`config.mk`:
```
export PLATFORM = sky130hd
export DESIGN_NAME = ulsc_line_swap
export DESIGN_NICKNAME = d
export VERILOG_FILES = /design/src/inc/ulsc_pkg.sv /design/src/rtl/ulsc_line_swap.sv
export SDC_FILE = /design/constraint.sdc
export NUM_CORES = 1
export LEC_CHECK = 0
export BUFFER_PORTS_ARGS = -buffer_cell sky130_fd_sc_hd__clkbuf_2
export CORE_MARGIN = 1
export CORE_UTILIZATION = 49
export CTS_CLUSTER_SIZE = 20
export DETAILED_ROUTE_END_ITERATION = 7
export PLACE_DENSITY = 0.83
export SLEW_MARGIN = 15
export SYNTH_ARGS = -nofsm -noshare
export SYNTH_HDL_FRONTEND = slang
export SYNTH_SLANG_ARGS = --single-unit
```
`constraint.sdc`:
```
create_clock -name clk -period 2 [get_ports clk]
set_input_delay 0.2 -clock clk [delete_from_list [all_inputs] [get_ports clk]]
set_output_delay 0.2 -clock clk [all_outputs]
set_load 0.03 [all_outputs]
```
`src/inc/ulsc_pkg.sv`:
```
`default_nettype none
package ulsc_pkg;
	// ------------------------------------------------------------
	// register map
	// ------------------------------------------------------------
	localparam logic [7:0] ULSC_LINE_SWAP_OFFSET = 8'h0b;
	localparam int ULSC_NUM_PORTS = 5;
	localparam int ULSC_OVERRIDE_BIT = 7;
	localparam logic [7:0] ULSC_WRITE_MASK = 8'h9f;
	localparam logic [7:0] ULSC_RESET_VALUE = 8'h00;
	localparam logic [4:0] ULSC_SWAP_RESET = 5'h00;
	// swap bits sit at the bottom of the register, one per port
	localparam int ULSC_SWAP_MSB = 4;

	// register access request from the configuration loader
	typedef struct packed {
		logic wr_en;
		logic rd_en;
		logic [7:0] addr;
		logic [7:0] wdata;
	} ulsc_req_t;

	// one port's usb 2.0 differential pair
	typedef struct packed {
		logic dp;
		logic dm;
	} ulsc_pair_t;

	// whole state of the block
	typedef struct packed {
		logic override_en;
		logic [4:0] swap;
		logic [7:0] rdata;
		logic rvalid;
		ulsc_pair_t [4:0] pins;
		logic [4:0] swap_out;
	} ulsc_state_t;
endpackage
`default_nettype wire

```
`src/rtl/ulsc_line_swap.sv`:
```
`timescale 1ns/10ps
`default_nettype none
// What this block does
// RULE1 - reserved bits 6:5 read zero, writes to them ignored
// RULE2 - five swap bits in bits 4:0, one per port index
// RULE3 - swap bit 0 keeps the pair as in the pinout
// RULE4 - swap bit 1 exchanges the positive and negative data lines
// RULE5 - swap bits are read-only unless override bit 7 is set
// RULE6 - override clear: swap bits read and act as the otp copies
// RULE7 - override set: eeprom load or smbus host writes swap bits
module ulsc_line_swap
	import ulsc_pkg::*;
(
	// clock and reset
	input wire logic clk,
	input wire logic rst_n,
	// register access from eeprom loader or smbus slave
	input wire ulsc_req_t req,
	output logic [7:0] rdata,
	output logic rvalid,
	// one-time-programmable defaults
	input wire logic [4:0] otp_line_swap,
	// pairs at the core side and at the pins
	input wire ulsc_pair_t [4:0] core_pair,
	output ulsc_pair_t [4:0] pin_pair,
	// effective swap settings for the phys
	output logic [4:0] port_line_swap
);
	// ------------------------------------------------------------
	// state
	// ------------------------------------------------------------
	ulsc_state_t state_reg;
	ulsc_state_t state_next;
	logic [4:0] eff_swap;
	logic wr_hit;
	logic rd_hit;

	// ------------------------------------------------------------
	// helpers
	// ------------------------------------------------------------
	// swap source: otp while override clear, stored bits otherwise
	function automatic logic [4:0] pick_swap(input logic ovr, input logic [4:0] stored,
		input logic [4:0] otp);
		pick_swap = ovr ? stored : otp; // [RULE6]
	endfunction

	// only the swap register is mapped; everything else reads zero
	function automatic logic hits_swap_reg(input logic [7:0] addr);
		hits_swap_reg = (addr == ULSC_LINE_SWAP_OFFSET);
	endfunction

	// one port's lanes: straight through, or with the data lines exchanged
	function automatic ulsc_pair_t map_pair(input logic swap, input ulsc_pair_t core);
		map_pair = core; // [RULE3]
		if (swap) begin
			map_pair.dp = core.dm; // [RULE4]
			map_pair.dm = core.dp; // [RULE4]
		end
	endfunction

	// ------------------------------------------------------------
	// decode
	// ------------------------------------------------------------
	// otp is taken as a static level, so no resync is spent on it
	assign eff_swap = pick_swap(state_reg.override_en, state_reg.swap, otp_line_swap);
	assign wr_hit = req.wr_en && hits_swap_reg(req.addr);
	assign rd_hit = req.rd_en && hits_swap_reg(req.addr);

	// ------------------------------------------------------------
	// next state
	// ------------------------------------------------------------
	// one copy of the whole state, filled here and registered below
	always_comb begin
		state_next = state_reg;
		state_next.rvalid = 1'b0;
		// the override bit is taken on every write to the register
		if (wr_hit) begin
			state_next.override_en = req.wdata[ULSC_OVERRIDE_BIT]; // [RULE5]
			// written alongside the override bit, so it may land in the same write
			if (req.wdata[ULSC_OVERRIDE_BIT]) begin
				state_next.swap = req.wdata[ULSC_SWAP_MSB:0]; // [RULE5] [RULE7]
			end
		end
		// a read in the same cycle as a write sees the old value
		if (req.rd_en) begin
			state_next.rvalid = 1'b1;
			// unmapped addresses read zero; bits 6:5 always zero
			if (rd_hit) begin
				state_next.rdata = {state_reg.override_en, 2'b00, eff_swap}; // [RULE1]
			end else begin
				state_next.rdata = ULSC_RESET_VALUE;
			end
		end
		// pins and swap outputs trail the effective bits by one cycle
		state_next.swap_out = eff_swap;
		for (int i = 0; i < ULSC_NUM_PORTS; i++) begin
			state_next.pins[i] = map_pair(eff_swap[i], core_pair[i]); // [RULE2]
		end
	end

	// ------------------------------------------------------------
	// register
	// ------------------------------------------------------------
	// single stage for all state, so every output leaves from a flip-flop
	always_ff @(posedge clk or negedge rst_n) begin
		if (!rst_n) begin
			state_reg <= '0;
		end else begin
			state_reg <= state_next;
		end
	end

	// outputs straight from the state register
	assign rdata = state_reg.rdata;
	assign rvalid = state_reg.rvalid;
	assign pin_pair = state_reg.pins;
	assign port_line_swap = state_reg.swap_out;

	// ------------------------------------------------------------
	// checks
	// ------------------------------------------------------------
	property p_rsvd_zero;
		@(posedge clk) disable iff (!rst_n) rvalid |-> rdata[6:5] == 2'b00;
	endproperty
	a_rsvd_zero: assert property (p_rsvd_zero) else $error("reserved bits nonzero"); // [RULE1]

	property p_read_swap;
		@(posedge clk) disable iff (!rst_n)
		(req.rd_en && req.addr == ULSC_LINE_SWAP_OFFSET) |=> rdata[4:0] == $past(eff_swap);
	endproperty
	a_read_swap: assert property (p_read_swap) else $error("read swap mismatch"); // [RULE2]

	property p_no_swap;
		@(posedge clk) disable iff (!rst_n) !eff_swap[0] |=> pin_pair[0] == $past(core_pair[0]);
	endproperty
	a_no_swap: assert property (p_no_swap) else $error("port0 pair altered"); // [RULE3]

	property p_swap;
		@(posedge clk) disable iff (!rst_n)
		eff_swap[0] |=> pin_pair[0].dp == $past(core_pair[0].dm)
			&& pin_pair[0].dm == $past(core_pair[0].dp);
	endproperty
	a_swap: assert property (p_swap) else $error("port0 not swapped"); // [RULE4]

	property p_ro;
		@(posedge clk) disable iff (!rst_n)
		(!req.wr_en || !req.wdata[ULSC_OVERRIDE_BIT]) |=> $stable(state_reg.swap);
	endproperty
	a_ro: assert property (p_ro) else $error("swap bits changed while read-only"); // [RULE5]

	property p_otp;
		@(posedge clk) disable iff (!rst_n) !state_reg.override_en |=> port_line_swap == $past(otp_line_swap);
	endproperty
	a_otp: assert property (p_otp) else $error("swap not from otp"); // [RULE6]

	property p_write;
		@(posedge clk) disable iff (!rst_n)
		(req.wr_en && req.addr == ULSC_LINE_SWAP_OFFSET && req.wdata[ULSC_OVERRIDE_BIT])
		|=> ##1 port_line_swap == $past(req.wdata[4:0], 2);
	endproperty
	a_write: assert property (p_write) else $error("override write not applied"); // [RULE7]

	property p_rd_pulse;
		@(posedge clk) disable iff (!rst_n) req.rd_en |=> rvalid ##1 (rvalid == $past(req.rd_en));
	endproperty
	a_rd_pulse: assert property (p_rd_pulse) else $error("rvalid timing wrong"); // [RULE2]

	// ------------------------------------------------------------
	// override, per-port and rvalid checks
	// ------------------------------------------------------------
	// every write to the register sets or clears the override
	property p_ovr_write;
		@(posedge clk) disable iff (!rst_n) wr_hit |=> state_reg.override_en == $past(req.wdata[7]);
	endproperty
	a_ovr_write: assert property (p_ovr_write) else $error("override not taken"); // [RULE5]

	// nothing but a register write moves the override
	property p_ovr_hold;
		@(posedge clk) disable iff (!rst_n) !wr_hit |=> $stable(state_reg.override_en);
	endproperty
	a_ovr_hold: assert property (p_ovr_hold) else $error("override moved"); // [RULE5]

	// the override reads back in bit 7
	property p_ovr_readback;
		@(posedge clk) disable iff (!rst_n) rd_hit |=> rdata[7] == $past(state_reg.override_en);
	endproperty
	a_ovr_readback: assert property (p_ovr_readback) else $error("override readback"); // [RULE5]

	// an override write stores its swap bits in the same write
	property p_swap_store;
		@(posedge clk) disable iff (!rst_n)
		(wr_hit && req.wdata[7]) |=> state_reg.swap == $past(req.wdata[4:0]);
	endproperty
	a_swap_store: assert property (p_swap_store) else $error("swap bits not stored"); // [RULE7]

	// port 2 exchanges its lines when its bit is set
	property p_swap_p2;
		@(posedge clk) disable iff (!rst_n)
		eff_swap[2] |=> pin_pair[2].dp == $past(core_pair[2].dm)
			&& pin_pair[2].dm == $past(core_pair[2].dp);
	endproperty
	a_swap_p2: assert property (p_swap_p2) else $error("port2 not swapped"); // [RULE4]

	// port 4 passes straight through when its bit is clear
	property p_no_swap_p4;
		@(posedge clk) disable iff (!rst_n) !eff_swap[4] |=> pin_pair[4] == $past(core_pair[4]);
	endproperty
	a_no_swap_p4: assert property (p_no_swap_p4) else $error("port4 pair altered"); // [RULE3]

	// while locked the readback shows the otp copy
	property p_otp_read;
		@(posedge clk) disable iff (!rst_n)
		(rd_hit && !state_reg.override_en) |=> rdata[4:0] == $past(otp_line_swap);
	endproperty
	a_otp_read: assert property (p_otp_read) else $error("locked readback not otp"); // [RULE6]

	// with the override set the stored bits drive the ports
	property p_ovr_act;
		@(posedge clk) disable iff (!rst_n)
		state_reg.override_en |=> port_line_swap == $past(state_reg.swap);
	endproperty
	a_ovr_act: assert property (p_ovr_act) else $error("stored swap not applied"); // [RULE7]

	// no read strobe, no valid pulse
	property p_rvalid_idle;
		@(posedge clk) disable iff (!rst_n) !req.rd_en |=> !rvalid;
	endproperty
	a_rvalid_idle: assert property (p_rvalid_idle) else $error("rvalid without read"); // [RULE2]
endmodule
`default_nettype wire
```
==> Yosys cells after proc, flatten, opt, wreduce, memory -nomap -nowiden <==
Index checks and enable logic that the tools add are counted.
{ "op_classes": {"n_eq_ne": 1, "mux": 8, "n_reduce_logical": 3} }
{ "ops": {"columns": ["operator", "n"], "rows": [
  ["$mux W2", 5],
  ["$eq A8 B4 Y1 const B", 1],
  ["$mux W8", 1],
  ["$mux W5", 1],
  ["$logic_and A1 B1 Y1", 2],
  ["$reduce_and A2 Y1", 1],
  ["$mux W1", 1]
]} }
{ "totals": {"regBits": 30, "input_bits": 35, "word_cells": 27} }

==> Depth between registers and ports, before layout <==
Gate-level depths: netlist of run 1.
{ "depth": {"depth_word": 3, "mapped_depth": 5} }

==> Least setup slack after synthesis of run 1 <==
No wires, ideal clock.
{ "synth_timing": {"path_kind": "in2reg", "from": "input req[13] (netlist bit)", "to": "register state_reg[24] (netlist bit)", "setup_time_ps": 125, "t_arrival_ps": 989, "setup_slack_ps": 886, "path_stages": 3, "path_buffers": 0, "path_cell_list": "nor4_4 nand4_4 mux2_2"} }
{ "synth_between": {"elab_chain_cells": 3} }
{ "synth_lines": {"columns": ["item", "line", "source"], "rows": [
  ["from (decl)", "ulsc_line_swap.sv:18", "input wire ulsc_req_t req,"],
  ["$eq A8 B4 Y1", "ulsc_line_swap.sv:49", "hits_swap_reg = (addr == ULSC_LINE_SWAP_OFFSET);"],
  ["$logic_and A1 B1 Y1", "ulsc_line_swap.sv:66", "assign wr_hit = req.wr_en && hits_swap_reg(req.addr);"],
  ["$reduce_and A2 Y1 (no line)", null, null],
  ["to (signal assigned)", "ulsc_line_swap.sv:109", "state_reg <= state_next;"],
  ["to (decl)", "ulsc_line_swap.sv:32", "ulsc_state_t state_reg;"]
]} }
Every way passes these cells.
A chain may end at the register's enable or synchronous reset.

==> Worst setup path in the final report of run 1 <==
{ "layout_timing": {"from": "register state_reg[29] (netlist bit)", "to": "register state_reg, in the netlist rdata[2]"} }
{ "layout_between": {"elab_chain_cells": 2} }
{ "layout_lines": {"columns": ["item", "line", "source"], "rows": [
  ["$mux W5", "ulsc_line_swap.sv:44", "pick_swap = ovr ? stored : otp;"],
  ["via eff_swap[2]", "ulsc_line_swap.sv:34", "logic [4:0] eff_swap;"],
  ["$mux W8", "ulsc_line_swap.sv:88", "if (rd_hit) begin"]
]} }
The timed path passes the listed nets, and every way through them passes these cells.

==> results.json, run 1 <==
{
  "cp_max_fo": 7,
  "io_buffers": 54,
  "ys_async_sr_fraction_pct": 100,
  "synth.avg_cell_area_sq_um": 10.4,
  "critPathRequiredTime_ns": 2.20,
  "gr-total-overflow": 0,
  "post-route-period-util_pct": 65.4,
  "ys_ff_latch": 28,
  "skew_ns": 0.00108,
  "rsz0062_at_grt": "no",
  "coreArea_sq_mm": 0.00248,
  "drt-total-wl_mm": 2.28,
  "finalHoldViolations": 0,
  "cap_violations": 0,
  "synth-seq-area-share_pct": 54.8,
  "insertion_delay_ns": 0.31,
  "wl_per_cell_um": 12.1,
  "path_delay_family": "flip-flops",
  "grt_max_degree": 29,
  "first_iter_violations": 21,
  "drtPass1Iterations": 4,
  "vias_per_cell": 4.92,
  "synthMostInstantiatedCell": "nand2_1",
  "vdd_drop_max_mv": 0.390,
  "gr-usage-all-layers_pct": 18.2,
  "min_path_type": "primary input to flip-flop",
  "area_growth_syn_to_layout_pct": 13.8,
  "dieArea_sq_mm": 0.00282,
  "critPathKind": "flip-flop to flip-flop",
  "crit_arrival_ns": 1.51,
  "start_util_pct": 51.6,
  "critPathSlowestCell": "dfrtp_1",
  "timing.setup.tns_ns": 0,
  "numCtsBuffers": 3,
  "synth_top_cells_by_count": "nand2_1 (37), dfrtp_1 (28), buf_4 (23)",
  "cts.sinks": 28,
  "grt_pass1_wl_mm": 3.59,
  "synthCells": 123,
  "cts_resized": 0,
  "synth_area_sq_mm": 0.00128,
  "setup_viol": 0,
  "p_total_uw": 1030,
  "worst_pin_slew_ns": 0.662,
  "ant_nets": 0,
  "chipHeight_um": 53.1,
  "antenna_cells": 0,
  "cts-htree-levels": 1,
  "worstPathCellList": "mux2i_1, inv_1, nand2_1, o22ai_1",
  "fmax_mhz": 765,
  "place.detailed.hpwl_mm": 1.79,
  "grt_pass1_vias": 917,
  "clock_path_buffers": 2,
  "cts_tree": "yes",
  "layout-drive-gt1-share_pct": 41.8,
  "ioPinCount": 59,
  "cpPeakStageDelay_ns": 0.59,
  "start_kind": "flip-flop",
  "status": "completed",
  "path_clk_slew_ns": 0.14,
  "critical_path_buf_inv_count": 1,
  "vias": 925,
  "slew-limit-headroom_pct": 55.9,
  "fp.dieW_um": 53.1,
  "ys.warnings.count": 0,
  "synth_area_leader_cell": "dfrtp_1",
  "antenna_found_initial": 0,
  "synthTopCellsByArea": "dfrtp_1 (55%), buf_4 (14%), nand2_1 (11%)",
  "period_minus_slack_ns": 1.31,
  "drc": 0,
  "rows": 18,
  "synth.distinct_cells": 15,
  "synth_edf_count": 0,
  "yosysTopAreaCellShare_pct": 54.8,
  "synth_flop_cell": "dfrtp_1",
  "nets": 194,
  "largest_reg_flops": 10,
  "p_leak_uw": 0.000810,
  "gp_congestion": 0.662,
  "powerDensity_mw_per_mm2": 709,
  "cp-end-kind": "flip-flop",
  "root_buffer": "clkbuf_4",
  "slew_viol_final": 0
}
==> repair_timing <==
action | CTS | global route
setup buffers | 0 | 0
hold buffers | 1 | 0
endpoints found under the hold margin | 28 | 0
==> metrics by stage <==
step	worst slack (ns)	area, sq um	cells	hold WS [ns]	util [%]
finish	0.692	1450	188	0.0816	58.7
global route	0.522	1450	188	0.0707	58.7
CTS	0.704	1450	188	0.0720	58.7
detailed placement	0.669	1410	183	0.274	56.8
global placement	0.711	1410	183	0.256	56.8
floorplan	0.886	1280	124	-0.0956	-
==> layout by cell type, fill, tap and decap left out <==
| master | count |
|---|---|
| clkbuf_2 | 54 |
| nand3_1 | 1 |
| and4b_1 | 1 |
| dlygate4sd3_1 | 1 |
| nor4_4 | 1 |
| a21bo_2 | 1 |
| o22ai_1 | 6 |
| dfrtp_1 | 28 |
| mux2_2 | 5 |
| clkbuf_8 | 1 |
| nand4_4 | 1 |
| clkbuf_4 | 3 |
| conb_1 | 2 |
| inv_1 | 11 |
| nand2_1 | 37 |
| mux2i_1 | 5 |
==> where the power goes <==
part | internal [uW] | switching (uW)
combinational | 55.8 | 110
sequential | 591 | 10.4
clock | 111 | 153
total | 758 | 273
==> worst register-to-register path, cell delays in order, from the launching register on <==
cell     delay (ns)
dfrtp_1        0.59
mux2i_1        0.34
inv_1          0.13
nand2_1        0.08
o22ai_1        0.06
==> kinds of logic (layout without fill, tap and decap cells) <==
logic type,count (synthesis),after routing,share of synthesized area (%)
AND/OR/NAND/NOR,41,41,15.4
flip-flops,28,28,54.8
other,1,2,0.294
AO/OA/AOI/OAI,7,7,3.72
multiplexers,10,10,8.33
buffers and inverters,36,70,17.4
==> metal layers <==
metal / wire [um] / share of wire (%) / global-route usage (%) / vias to the layer above
li1: - / - / - / 434
met1: 797 / 35 / 19.0 / 443
met2: 1310 / 58 / 33.8 / 42
met3: 115 / 5.0 / 2.30 / 6
met4: 53 / 2.3 / 11.4 / 0
met5: 0 / 0 / 0 / -
==> layout make-up <==
type,count,area [sq um]
clock buffers,4,36.3
fillers,226,1020
inverters,11,41.3
multi-input cells,60,358
flip-flops and latches,28,701
well taps,30,37.5
repair buffers,55,280
==> final timing paths <==
kind                                     from            end  slack (ns)  cells after the start
worst min-delay path             core_pair[7]    pin_pair[7]        0.08                      3
worst min register to register  state_reg[27]  state_reg[27]        0.53                      1
worst max-delay path            state_reg[29]       rdata[2]        0.69                      4
max in group asynchronous               rst_n    pin_pair[9]        1.15                      2
min in group asynchronous               rst_n    pin_pair[5]        0.43                      2
worst max register to register  state_reg[29]       rdata[2]        0.69                      4
No activity file was read; power rests on OpenSTA's default activity.
==> inputs of run 2 (changes only) <==
--- a/config.mk
+++ b/config.mk
@@ -7,10 +7,10 @@
 export LEC_CHECK = 0
 export BUFFER_PORTS_ARGS = -buffer_cell sky130_fd_sc_hd__clkbuf_2
 export CORE_MARGIN = 1
-export CORE_UTILIZATION = 49
+export CORE_UTILIZATION = 45
 export CTS_CLUSTER_SIZE = 20
 export DETAILED_ROUTE_END_ITERATION = 7
-export PLACE_DENSITY = 0.83
+export PLACE_DENSITY = 0.77
 export SLEW_MARGIN = 15
 export SYNTH_ARGS = -nofsm -noshare
 export SYNTH_HDL_FRONTEND = slang
==> constraint.sdc (replaced) <==
create_clock -name clk -period 1.3 [get_ports clk]
set_input_delay 0.13 -clock clk [delete_from_list [all_inputs] [get_ports clk]]
set_output_delay 0.13 -clock clk [all_outputs]
set_load 0.03 [all_outputs]
==> run 2 against run 1 <==
- flip-flop and latch count unchanged
- non-clock buffer count is 7 higher
- clock-buffer cell count unchanged
- first-iteration DRC count down 57%
- design area grew 4.0%
- hold slack got worse by 0.078 ns
- critical path depth unchanged
- core utilization decreased by 0.28 points
- combinational power increased by 62%
- wire length decreased by 4.8%
- clock power is 57% higher
- critical path type unchanged
- highest routed layer unchanged
==> results.json, run 2 (same netlist as run 1, synthesis figures left out) <==
{
  "gr-total-overflow": 0,
  "min_path_type": "primary input to flip-flop",
  "worst_pin_slew_ns": 0.660,
  "cts-htree-levels": 1,
  "start_kind": "flip-flop",
  "r2r-end": "rdata[2]",
  "met2_usage_pct": 27.4,
  "period_minus_slack_ns": 1.17,
  "rrSetupSlack_ns": 0.13,
  "skew_ns": 0.00798,
  "multi_input_area_sq_um": 358,
  "first_iter_violations": 9,
  "grt_max_degree": 29,
  "nets": 201,
  "nFillCells": 226,
  "p_leak_uw": 0.000840,
  "antenna_cells": 0,
  "critPathKind": "flip-flop to flip-flop",
  "slew-limit-headroom_pct": 56.0,
  "critical_path.startpoint": "state_reg[29]",
  "powerDensity_mw_per_mm2": 1060,
  "critPathRequiredTime_ns": 1.50,
  "drtPass1Iterations": 4,
  "vias": 889,
  "io_buffers": 54,
  "setup_viol": 0,
  "dieArea_sq_mm": 0.00306,
  "grt_pass1_vias": 902,
  "crit_arrival_ns": 1.37,
  "fp.dieW_um": 55.3,
  "r2r_cells": 4,
  "vdd_drop_max_mv": 0.602,
  "finalHoldViolations": 0,
  "cp-end-kind": "flip-flop",
  "r2r-start": "state_reg[29]",
  "vias_per_cell": 4.56,
  "ant_nets": 0,
  "final_common_cell": "clkbuf_2",
  "busiest_layer": "met2",
  "timing.setup.tns_ns": 0,
  "drt-total-wl_mm": 2.17,
  "path_clk_slew_ns": 0.15,
  "grt_pass1_wl_mm": 3.57,
  "drc": 0,
  "cts.sinks": 28,
  "rsz0062_at_grt": "no",
  "grt_util_met1_pct": 15.5,
  "sequential_cell_area_sq_um": 702,
  "post-route-period-util_pct": 89.7,
  "place.detailed.hpwl_mm": 1.73,
  "numCtsBuffers": 3,
  "largest_reg_flops": 10,
  "slew_viol_final": 0,
  "root_buffer": "clkbuf_4",
  "cts_tree": "yes",
  "cap_violations": 0,
  "utilization_pct": 58.4,
  "rows": 18,
  "mostFrequentLayoutCells": "clkbuf_2 (54), nand2_1 (37), dfrtp_1 (27), inv_1 (11), o22ai_1 (6)",
  "status": "completed",
  "coreArea_sq_mm": 0.00259,
  "layout-drive-gt1-share_pct": 43.6,
  "fmax_mhz": 857,
  "insertion_delay_ns": 0.32,
  "area_growth_syn_to_layout_pct": 18.4,
  "wl_per_cell_um": 11.1,
  "whs_ns": 0.00392,
  "start_util_pct": 49.3,
  "antenna_found_initial": 0,
  "ioPinCount": 59,
  "critical_path.endpoint": "rdata[2]",
  "chipHeight_um": 55.3,
  "cp_max_fo": 7,
  "use_met3_pct": 2.58,
  "gp_congestion": 0.699,
  "clock_path_buffers": 2,
  "gr-usage-all-layers_pct": 14.8
}
==> run 2: what timing repair did <==
action / 4_1_cts / 5_1_grt
hold buffers: 3 / 0
endpoints found under the hold margin: 30 / 0
endpoints found under the setup margin: 0 / 11
gates resized for setup: 0 / 1
setup buffers: 0 / 0
==> run 2: final cells by class <==
cell class / count / area share, %
clock buffers: 4 / 2.40
multi-input cells: 60 / 23.7
flip-flops and latches: 28 / 46.4
inverters: 11 / 2.73
well taps: 30 / 2.48
repair buffers: 62 / 22.3
==> run 2: power breakdown <==
part / switching (uW) / internal [uW]
logic: 170 / 99.0
registers: 14.7 / 910
clock network: 244 / 171
total: 429 / 1180
==> run 2: critical path: stages, from the launching register on <==
cell and delay, ns:
dfrtp_2 0.51, mux2i_1 0.27, inv_1 0.13, nand2_1 0.08
o22ai_1 0.06
==> run 2: worst min path at each step <==
| stage | startpoint | end | slack (ns) | cells after the start |
|---|---|---|---|---|
| after CTS | core_pair[0] | pin_pair[0] | 0.003 | 3 |
| after floorplan | rst_n | pin_pair[0] | -0.17 | 0 |
| after global routing | core_pair[8] | pin_pair[8] | 0.008 | 3 |
| after global placement | rst_n | pin_pair[4] | 0.19 | 1 |
| final | core_pair[0] | pin_pair[0] | 0.004 | 3 |
| after detailed placement | rst_n | pin_pair[4] | 0.20 | 1 |
==> run 2: routing by layer <==
| layer | vias to the layer above | share of wire, % |
|---|---|---|
| met3 | 2 | 3.0 |
| met4 | 0 | 1.2 |
| met2 | 25 | 57 |
| li1 | 445 | - |
| met5 | - | 0 |
| met1 | 417 | 39 |
==> run 2: per-stage QoR <==
stage          worst slack [ns]  total power, uW  std cells  area [sq um]
5_1_grt                  0.0620             1670        195          1510
2_1_floorplan             0.209             1130        124          1280
6_report                  0.133             1610        195          1510
3_3_place_gp             0.0861             1200        188          1450
4_1_cts                  0.0564             1620        195          1510
3_5_place_dp             0.0604             1210        188          1450
